$ cat src/hdl/io_link_cfg.svh
// Offsets, field positions, reset values and timing counts of the expansion link manager.
// Assumes a 20 MHz bus clock and a word-aligned AHB-Lite register map.
`ifndef IO_LINK_CFG_SVH
`define IO_LINK_CFG_SVH
// -----------------------------------------------------------------------------
// Register byte offsets
// -----------------------------------------------------------------------------
`define OFF_CTRL 8'h00
`define OFF_OUT 8'h04
`define OFF_STATUS 8'h08
`define OFF_CFG_ID 8'h0C
`define OFF_STAMP 8'h10
`define OFF_HW_ID 8'h14
`define OFF_FW 8'h18
`define OFF_NAME 8'h20
`define NAME_WORDS 4
// -----------------------------------------------------------------------------
// Field positions and reset values
// -----------------------------------------------------------------------------
`define CTRL_BITS 6
`define CTRL_RESET 6'h00
`define ST_LOWER 12
`define ST_UPPER 13
`define ST_HEALTH 16
`define ST_MARKER 17
`define NAME_BLANK 32'h20202020
`define RELAY_MASK 8'hC0
// -----------------------------------------------------------------------------
// Timing
// -----------------------------------------------------------------------------
`define CLK_HZ 20000000
`define LOCAL_OUT_MS 15
`define REMOTE_OUT_MS 40
`define LOCAL_PERIOD_CYC (`LOCAL_OUT_MS * (`CLK_HZ / 1000))
`define REMOTE_PERIOD_CYC (`REMOTE_OUT_MS * (`CLK_HZ / 1000))
`define FRAME_BITS 16
`define BIT_DIV 8
`endif

$ cat src/hdl/io_link_pkg.sv
// Types shared by the expansion link manager and its bench.
// Assumes nothing beyond a SystemVerilog compiler.
package io_link_pkg;
  // Control register fields, most significant first, so used is bit 0.
  typedef struct packed {
    logic run;
    logic local_chg;
    logic skip;
    logic relay_var;
    logic remote;
    logic used;
  } ctrl_t;
  // Word returned by the expansion, first bit received is ack.
  typedef struct packed {
    logic ack;
    logic spare;
    logic upper_fault;
    logic lower_fault;
    logic [11:0] inputs;
  } rx_frame_t;
  // Bus request held from address phase into data phase.
  typedef struct packed {
    logic [7:0] addr;
    logic write;
    logic valid;
  } ahb_req_t;
  typedef enum logic [1:0] {LK_IDLE = 2'b01, LK_SHIFT = 2'b10} link_state_t;
endpackage

$ cat src/hdl/io_expansion_link_manager.sv
// Expansion link manager: AHB-Lite registers plus the serial exchange with one expansion.
// Assumes a single 20 MHz clock, inputs synchronous to it, and a zero-wait bus master.
// Summary of operation
// (RL1) Referenced expansion contacts mark expansion attached.
// (RL2) Images exchanged serially in both directions.
// (RL3) Expansion inputs bypass the debounce filter.
// (RL4) Local: inputs 30 ms, outputs 15 ms.
// (RL5) Remote: inputs 80 ms, outputs 40 ms.
// (RL6) Twelve input and eight output identifiers.
// (RL7) Relay variant: outputs seven, eight internal only.
// (RL8) Link down: inputs and fault flags read 0.
// (RL9) Link down: output writes not applied.
// (RL10) Health flag 0 working, 1 failed.
// (RL11) Lower flag: fault on outputs one-four.
// (RL12) Upper flag: fault on outputs five-eight.
// (RL13) Skipped scan holds previous output states.
// (RL14) Program name sixteen characters, blank default.
// (RL15) Record time of last configuration change.
// (RL16) Checksum and version as four hex digits.
// (RL17) Local configuration reports version all zeros.
// (RL18) Detection code: supply, output type, network.
// (RL19) Firmware checksum shown only when stopped.
// (RL20) Revision from first two serial digits.
// (RL21) Missed reply sets health, success clears.
// (RL22) Exchange carries full images and faults.
//
// The implementer's own choices: the register offsets and the AHB-Lite interface to the registers.
`timescale 1ns/1ps
`default_nettype none
`include "io_link_cfg.svh"
module io_expansion_link_manager import io_link_pkg::*; #(
  parameter int LOCAL_PERIOD = `LOCAL_PERIOD_CYC,
  parameter int REMOTE_PERIOD = `REMOTE_PERIOD_CYC,
  parameter int BIT_DIV = `BIT_DIV,
  parameter logic [15:0] FW_VERSION = 16'h0100, // Arbitrary value.
  parameter logic [15:0] FW_CHECKSUM = 16'h1234 // Arbitrary value.
) (
  // Clock and reset.
  input wire logic hclk,
  input wire logic hresetn,
  // AHB-Lite slave.
  input wire logic hsel,
  input wire logic [31:0] haddr,
  input wire logic [1:0] htrans,
  input wire logic hwrite,
  input wire logic [2:0] hsize,
  input wire logic [31:0] hwdata,
  input wire logic hready,
  output logic hreadyout,
  output logic hresp,
  output logic [31:0] hrdata,
  // Serial link to the expansion.
  output logic link_clk,
  output logic link_frame,
  output logic link_tx,
  input wire logic link_rx,
  // Hardware straps.
  input wire logic strap_ac,
  input wire logic strap_relay,
  input wire logic strap_net,
  input wire logic [7:0] strap_serial_rev,
  // Flags for the program.
  output logic expansion_health_flag,
  output logic lower_output_fault_flag,
  output logic upper_output_fault_flag,
  output logic first_scan_done_marker
);
  // ---------------------------------------------------------------------------
  // Parameter checks
  // ---------------------------------------------------------------------------
  // The bit divider counter is 16 bits wide and the period counter 20 bits wide.
  generate
    if (BIT_DIV < 2 || BIT_DIV > 65535 || 2 * `FRAME_BITS * BIT_DIV >= LOCAL_PERIOD ||
        2 * `FRAME_BITS * BIT_DIV >= REMOTE_PERIOD ||
        LOCAL_PERIOD >= (1 << 20) || REMOTE_PERIOD >= (1 << 20)) begin : g_bad
      $error("io_expansion_link_manager: unusable timing parameters");
    end
  endgenerate

  // Tests whether a held or live address selects a word at the given offset.
  function automatic logic hit(input logic [7:0] a, input logic [7:0] off);
    return a[7:2] == off[7:2];
  endfunction

  // ---------------------------------------------------------------------------
  // State
  // ---------------------------------------------------------------------------
  ctrl_t ctrl_ff;
  ahb_req_t req_ff, nxt_req;
  link_state_t state_ff;
  logic [31:0] hrdata_ff, cfg_id_ff, stamp_ff;
  logic [31:0] name_ff [`NAME_WORDS];
  logic [7:0] out_stage_ff, out_img_ff;
  logic [11:0] in_img_ff;
  logic lower_ff, upper_ff, health_ff, marker_ff, hready_ff;
  logic [19:0] per_cnt_ff;
  logic [15:0] div_ff;
  logic phase_ff, clk_ff, frame_ff, tx_ff;
  logic [4:0] bit_cnt_ff;
  logic [15:0] tx_sh_ff, rx_sh_ff;
  logic [15:0] hw_id_ff;

  // ---------------------------------------------------------------------------
  // Bus decode
  // ---------------------------------------------------------------------------
  // Address phase capture and write strobes for the data phase.
  wire addr_ok = hsel & htrans[1] & hready;
  wire wr_en = req_ff.valid & req_ff.write;
  wire wr_ctrl = wr_en & hit(req_ff.addr, `OFF_CTRL);
  wire wr_out = wr_en & hit(req_ff.addr, `OFF_OUT);
  wire wr_cfg = wr_en & hit(req_ff.addr, `OFF_CFG_ID);
  wire wr_stamp = wr_en & hit(req_ff.addr, `OFF_STAMP);
  wire wr_name = wr_en & (req_ff.addr[7:4] == 4'(`OFF_NAME >> 4));
  wire [1:0] name_idx = req_ff.addr[3:2];
  assign nxt_req = '{addr: haddr[7:0], write: hwrite, valid: addr_ok};

  // Read fields; the version reads zero for a locally made configuration.
  wire [15:0] rd_ver = ctrl_ff.local_chg ? 16'h0000 : cfg_id_ff[31:16]; // RL17
  wire [15:0] rd_fw_crc = ctrl_ff.run ? 16'h0000 : FW_CHECKSUM; // RL19
  wire [31:0] rd_status = {14'h0000, marker_ff, health_ff, 2'h0, upper_ff, lower_ff,
                           in_img_ff};
  wire [7:0] ra = haddr[7:0];
  wire [31:0] rd_word =
    hit(ra, `OFF_CTRL) ? {26'h0000000, ctrl_ff} :
    hit(ra, `OFF_OUT) ? {24'h000000, out_stage_ff} :
    hit(ra, `OFF_STATUS) ? rd_status :
    hit(ra, `OFF_CFG_ID) ? {rd_ver, cfg_id_ff[15:0]} : // RL16
    hit(ra, `OFF_STAMP) ? stamp_ff : // RL15
    hit(ra, `OFF_HW_ID) ? {16'h0000, hw_id_ff} :
    hit(ra, `OFF_FW) ? {rd_fw_crc, FW_VERSION} :
    (ra[7:4] == 4'(`OFF_NAME >> 4)) ? name_ff[ra[3:2]] : 32'h00000000;

  // Bus pipeline: zero wait states, read data loaded at the address phase.
  always_ff @(posedge hclk or negedge hresetn) begin
    if (!hresetn) begin
      req_ff <= '0;
      hrdata_ff <= 32'h00000000;
      hready_ff <= 1'b0;
    end else begin
      req_ff <= nxt_req;
      hready_ff <= 1'b1;
      if (addr_ok && !hwrite) begin
        hrdata_ff <= rd_word;
      end
    end
  end

  // ---------------------------------------------------------------------------
  // Software registers
  // ---------------------------------------------------------------------------
  // Control, staged outputs, configuration identity and change stamp.
  always_ff @(posedge hclk or negedge hresetn) begin
    if (!hresetn) begin
      ctrl_ff <= `CTRL_RESET;
      out_stage_ff <= 8'h00;
      cfg_id_ff <= 32'h00000000;
      stamp_ff <= 32'h00000000;
    end else begin
      if (wr_ctrl) begin
        ctrl_ff <= hwdata[`CTRL_BITS-1:0]; // RL1
      end
      if (wr_out) begin
        out_stage_ff <= hwdata[7:0]; // RL6
      end
      if (wr_cfg) begin
        cfg_id_ff <= hwdata; // RL16
      end
      if (wr_stamp) begin
        stamp_ff <= hwdata; // RL15
      end
    end
  end

  // Program name, blank after reset until software fills it in.
  always_ff @(posedge hclk or negedge hresetn) begin
    if (!hresetn) begin
      for (int i = 0; i < `NAME_WORDS; i++) begin
        name_ff[i] <= `NAME_BLANK; // RL14
      end
    end else if (wr_name) begin
      name_ff[name_idx] <= hwdata;
    end
  end

  // Detection code and revision, taken from the straps every cycle.
  always_ff @(posedge hclk or negedge hresetn) begin
    if (!hresetn) begin
      hw_id_ff <= 16'h0000;
    end else begin
      hw_id_ff <= {strap_serial_rev, 5'h00, strap_net, strap_relay, strap_ac}; // RL18 RL20
    end
  end

  // ---------------------------------------------------------------------------
  // Link sequencing
  // ---------------------------------------------------------------------------
  // Exchange period follows the coupling so the output deadline is met.
  wire [19:0] period = ctrl_ff.remote ? REMOTE_PERIOD[19:0] : LOCAL_PERIOD[19:0]; // RL4 RL5
  wire start = (state_ff == LK_IDLE) && (per_cnt_ff == 20'h00000) && ctrl_ff.used; // RL1
  wire tick = (state_ff == LK_SHIFT) && (div_ff == BIT_DIV[15:0] - 16'h0001);
  wire last = tick && phase_ff && (bit_cnt_ff == 5'(`FRAME_BITS - 1));
  // A skipped scan keeps the last committed outputs.
  wire [7:0] nxt_out_img = ctrl_ff.skip ? out_img_ff : out_stage_ff; // RL13
  // Relay variant never drives the two upper outputs onto terminals.
  wire [7:0] phys_out = nxt_out_img & (ctrl_ff.relay_var ? ~`RELAY_MASK : 8'hFF); // RL7
  // Outputs are applied by the expansion only while the link is healthy.
  wire [15:0] tx_word = {~health_ff, 7'h00, phys_out}; // RL9 RL22
  rx_frame_t rx_f;
  assign rx_f = rx_sh_ff;

  // Period counter and frame state.
  always_ff @(posedge hclk or negedge hresetn) begin
    if (!hresetn) begin
      per_cnt_ff <= 20'h00000;
      state_ff <= LK_IDLE;
      out_img_ff <= 8'h00;
    end else begin
      if (start) begin
        per_cnt_ff <= period - 20'h00001;
        state_ff <= LK_SHIFT;
        out_img_ff <= nxt_out_img; // RL13
      end else begin
        if (per_cnt_ff != 20'h00000) begin
          per_cnt_ff <= per_cnt_ff - 20'h00001;
        end
        if (last) begin
          state_ff <= LK_IDLE;
        end
      end
    end
  end

  // Bit timing: clock low while data settles, high while the reply is sampled.
  always_ff @(posedge hclk or negedge hresetn) begin
    if (!hresetn) begin
      div_ff <= 16'h0000;
      phase_ff <= 1'b0;
      bit_cnt_ff <= 5'h00;
      clk_ff <= 1'b0;
      frame_ff <= 1'b0;
      tx_ff <= 1'b0;
      tx_sh_ff <= 16'h0000;
      rx_sh_ff <= 16'h0000;
    end else if (start) begin
      div_ff <= 16'h0000;
      phase_ff <= 1'b0;
      bit_cnt_ff <= 5'h00;
      frame_ff <= 1'b1;
      tx_sh_ff <= tx_word; // RL2
      tx_ff <= tx_word[15];
    end else if (state_ff == LK_SHIFT) begin
      div_ff <= tick ? 16'h0000 : div_ff + 16'h0001;
      if (tick) begin
        phase_ff <= ~phase_ff;
        clk_ff <= ~phase_ff;
        if (!phase_ff) begin
          rx_sh_ff <= {rx_sh_ff[14:0], link_rx}; // RL2
        end else if (last) begin
          frame_ff <= 1'b0;
          tx_ff <= 1'b0;
        end else begin
          bit_cnt_ff <= bit_cnt_ff + 5'h01;
          tx_sh_ff <= {tx_sh_ff[14:0], 1'b0};
          tx_ff <= tx_sh_ff[14];
        end
      end
    end
  end

  // ---------------------------------------------------------------------------
  // Reply evaluation
  // ---------------------------------------------------------------------------
  // A good reply loads inputs and faults raw; a bad one or no use clears them.
  always_ff @(posedge hclk or negedge hresetn) begin
    if (!hresetn) begin
      health_ff <= 1'b1;
      in_img_ff <= 12'h000;
      lower_ff <= 1'b0;
      upper_ff <= 1'b0;
    end else if (!ctrl_ff.used || (last && !rx_f.ack)) begin
      health_ff <= 1'b1; // RL10 RL21
      in_img_ff <= 12'h000; // RL8
      lower_ff <= 1'b0; // RL8
      upper_ff <= 1'b0;
    end else if (last) begin
      health_ff <= 1'b0; // RL21
      in_img_ff <= rx_f.inputs; // RL3 RL6 RL22
      lower_ff <= rx_f.lower_fault; // RL11
      upper_ff <= rx_f.upper_fault; // RL12
    end
  end

  // Marker set once a scan has run with the expansion working.
  always_ff @(posedge hclk or negedge hresetn) begin
    if (!hresetn) begin
      marker_ff <= 1'b0;
    end else if (start && !ctrl_ff.skip && !health_ff) begin
      marker_ff <= 1'b1;
    end
  end

  // ---------------------------------------------------------------------------
  // Outputs
  // ---------------------------------------------------------------------------
  assign hreadyout = hready_ff;
  assign hresp = 1'b0;
  assign hrdata = hrdata_ff;
  assign link_clk = clk_ff;
  assign link_frame = frame_ff;
  assign link_tx = tx_ff;
  assign expansion_health_flag = health_ff; // RL10
  assign lower_output_fault_flag = lower_ff;
  assign upper_output_fault_flag = upper_ff;
  assign first_scan_done_marker = marker_ff;
endmodule
`default_nettype wire

$ cat config.mk
export PLATFORM = sky130hd
export DESIGN_NAME = io_expansion_link_manager
export DESIGN_NICKNAME = d
export VERILOG_FILES = /design/src/hdl/io_link_pkg.sv /design/src/hdl/io_expansion_link_manager.sv
export VERILOG_INCLUDE_DIRS = /design/src /design/src/hdl
export SDC_FILE = /design/constraint.sdc
export NUM_CORES = 1
export LEC_CHECK = 0
export ABC_AREA = 1
export ABC_CLOCK_PERIOD_IN_PS = 2700
export BUFFER_PORTS_ARGS = -buffer_cell sky130_fd_sc_hd__buf_2
export CAP_MARGIN = 5
export CORE_ASPECT_RATIO = 0.6
export CORE_MARGIN = 8
export CORE_UTILIZATION = 60
export DETAILED_ROUTE_END_ITERATION = 12
export HOLD_SLACK_MARGIN = 0.02
export PLACE_DENSITY = 0.8
export SLEW_MARGIN = 20
export SYNTH_ARGS = -nofsm -noshare
export SYNTH_HDL_FRONTEND = slang
export SYNTH_SLANG_ARGS = --single-unit
$ cat constraint.sdc
create_clock -name hclk -period 2.7 [get_ports hclk]
set_input_delay 0.54 -clock hclk [delete_from_list [all_inputs] [get_ports hclk]]
set_output_delay 0.54 -clock hclk [all_outputs]
set_load 0.05 [all_outputs]
==> flow_summary.ini <==
[synthesis]
synth_cell_types = 58
synth_seq_cells = 360
syn-cell-area_mm2 = 0.0157
synth-seq-area-share_pct = 57.7
syn_inst = 1766
synth_fp_nets = 1856
syn_avg_cell_area_um2 = 8.87
yosysWarnings = 0

[power_and_ir_drop]
p_sw_mw = 2.80
peakVddDrop_mv = 0.585
powerDensity_mw_per_mm2 = 637
p_int_mw = 8.55
pwr-share-seq_pct = 50.7
netSwitchingFraction_pct = 24.7
clkPwrFrac_pct = 41.5
comb_power_share_pct = 7.8
p_leak_nw = 9.01

[detailed_routing]
wl_met1_um = 18500
met3_length_um = 4740
vias = 13400
drt_iter0_drc = 1583
wl_per_cell_um = 18.6
ant_nets = 0
wl_um = 41700
top_layer = met4
dr_wl_met2_um = 17500
drcViolationCount = 0
via_per_inst = 5.97
drt-pass1-iter-count = 6

[die]
fp.dieH_um = 141
num_rows = 45
die-area_mm2 = 0.0317
initial_utilization_pct = 61.5
die_width_um = 225
num_io_pins = 127
core_area_mm2 = 0.0254

[clock_network]
cts_buffers = 31
insertion_delay_ns = 0.58
path_clk_slew_ns = 0.07
clkSinkCount = 360
cts-htree-levels = 1
cts_setup_buffers = 0
holdBufCountCts = 1
ctsLongestPathBuffers = 3
cts-root-buf = clkbuf_16
cts_resized = 0
cts_tree = done

[finish]
drive_gt1_share_pct = 14.6
nNetsFinal = 1950
syn2layout_area_growth_pct = 13.9
final.fill_count = 1919
mostFrequentLayoutCells = nand2_1 (471), dfrtp_1 (342), o21ai_0 (283)
final_common_cell = nand2_1

[global_route]
grt_pass1_vias = 12900
grt_max_degree = 70
overflow = 0
grtUsageTotal_pct = 26.4
antenna_found_initial = 1
grt_pass1_wl_um = 68000

[run]
cap_viol_max_count = 0

[worst_setup_path]
critPathRequiredTime_ns = 3.16
startpoint_type = flop
timing_worst_setup_path_type = flop to flop
worstPathMaxFanout = 14
cp.arrival_ns = 2.88
critPathCaptureType = flop

[sta]
max_freq_mhz = 414
slew_viol_final = 0
max_slew_margin_pct = 45.1
min_period_ns = 2.42
tns_ns = 0
tightest_slew_ns = 0.822
period_share_pct = 89.6
final-setup-viol-count = 0
timing.final.ws_setup_ns = 0.282
hold_viol = 0
skew_ns = 0.0282
rsz0062_at_grt = no

[place]
portBuffers = 95
place_ws_ns = 0.318
hpwl_um = 28100
place_congestion = 0.907

[hold_path]
worstHoldPathType = input port to flop

[status]
status = complete, no violations
[critical path: stages, from the launching register on]
cell and delay [ns]:
dfrtp_1 0.38, ha_1 0.21, nand2_1 0.11, nor3_2 0.21
and3_2 0.25, nand2_4 0.12, nor2_2 0.18, nand3_1 0.45
o21ai_0 0.39
[routing by layer]
| layer | vias to the layer above | global-route usage [%] |
|---|---|---|
| met3 | 80 | 7.00 |
| li1 | 6072 | - |
| met1 | 6474 | 39.5 |
| met5 | - | 0 |
| met4 | 0 | 6.52 |
| met2 | 731 | 37.6 |
[sequential cells by signal, summed over array words and instances, names as in the netlist, 5 cells and up]
signal / cells
bit_cnt_ff: 5
name_ff: 128
in_img_ff: 12
out_stage_ff: 8
div_ff: 16
cfg_id_ff: 32
req_ff: 6
stamp_ff: 32
rx_f: 16
per_cnt_ff: 20
out_img_ff: 8
hrdata: 32
ctrl_ff: 6
hw_id_ff: 11
tx_sh_ff: 15
[power by group through the flow]
| stage | Clock [mW] | Sequential [mW] | Combinational [mW] |
|---|---|---|---|
| after floorplan | 0 | 6.00 | 0.329 |
| after global placement | 0 | 5.84 | 0.859 |
| after detailed placement | 0 | 5.85 | 0.883 |
| after CTS | 4.76 | 5.75 | 0.890 |
| after global routing | 4.96 | 5.77 | 0.984 |
| final | 4.71 | 5.76 | 0.886 |
[final timing paths]
path / from / end / slack (ns) / cells past startpoint
max: div_ff[0] / in_img_ff[11] / 0.28 / 8
min: strap_serial_rev[2] / hw_id_ff[10] / 0.08 / 1
max reg2reg: div_ff[0] / in_img_ff[11] / 0.28 / 8
min reg2reg: hrdata[27] / hrdata[27] / 0.48 / 2
max in group asynchronous: hresetn / name_ff[85] / 1.37 / 3
min in group asynchronous: hresetn / cfg_id_ff[26] / 0.51 / 2
[stage by stage]
| step | instances | cell area, µm² | total power, mW | utilization [%] | hold slack (ns) |
|---|---|---|---|---|---|
| floorplan | 1766 | 15700 | 6.32 | - | 0.244 |
| global placement | 2178 | 16700 | 6.70 | 65.8 | 0.461 |
| detailed placement | 2178 | 16700 | 6.73 | 65.8 | 0.464 |
| CTS | 2237 | 17800 | 11.4 | 70.1 | 0.0611 |
| global route | 2238 | 17800 | 11.7 | 70.1 | 0.0590 |
| finish | 2238 | 17800 | 11.4 | 70.1 | 0.0762 |
[final cells by class]
| type | count | area [µm²] | share of cell area, % |
|---|---|---|---|
| well taps | 352 | 440 | 2.47 |
| clock buffers | 42 | 887 | 4.97 |
| inverters | 136 | 510 | 2.86 |
| repair buffers | 149 | 981 | 5.50 |
| clock inverters | 16 | 191 | 1.07 |
| diodes | 1 | 2.50 | 0.0140 |
| multi-input cells | 1182 | 5790 | 32.5 |
| flip-flops and latches | 360 | 9030 | 50.6 |
[synthesized netlist by cell type (all sizes together)]
| cell | number | share of area (%) |
|---|---|---|
| o211ai | 6 | 0.32 |
| a31oi | 2 | 0.080 |
| nor2 | 84 | 2.4 |
| and2 | 1 | 0.040 |
| dfstp | 18 | 3.0 |
| ha | 4 | 0.32 |
| o21bai | 3 | 0.14 |
| buf | 17 | 0.64 |
| xnor2 | 2 | 0.11 |
| o32ai | 1 | 0.056 |
| nand3b | 1 | 0.048 |
| o221ai | 2 | 0.15 |
| a221oi | 6 | 0.34 |
| dfrtp | 342 | 55 |
| o31ai | 8 | 0.38 |
| inv | 134 | 3.2 |
| or2 | 6 | 0.24 |
| a41oi | 11 | 0.62 |
| o21ai | 305 | 9.7 |
| nand2 | 480 | 12 |
| nand4 | 20 | 0.93 |
| nor4 | 6 | 0.28 |
| a211oi | 2 | 0.096 |
| clkinv | 2 | 0.048 |
| mux2 | 2 | 0.14 |
| clkbuf | 71 | 1.7 |
| o22ai | 3 | 0.12 |
| a22o | 1 | 0.056 |
| xor2 | 6 | 0.34 |
| nand3 | 73 | 2.5 |
| and3 | 2 | 0.088 |
| a21oi | 86 | 2.8 |
| a22oi | 36 | 1.7 |
| nor3 | 21 | 0.91 |
| conb | 2 | 0.048 |
[logic make-up (layout without fill, tap and decap cells)]
family          Yosys count  after routing  share of synthesized area (%)
compound gates          472            472                           16.6
xor+xnor                  8              8                          0.448
fa+ha+maj                 4              4                          0.320
buf+inv                 224            343                           5.60
flops                   360            360                           57.7
mux                       2              2                          0.144
other cells               2              3                         0.0480
simple gates            694            694                           19.2
No activity file was read; power rests on OpenSTA's default activity.
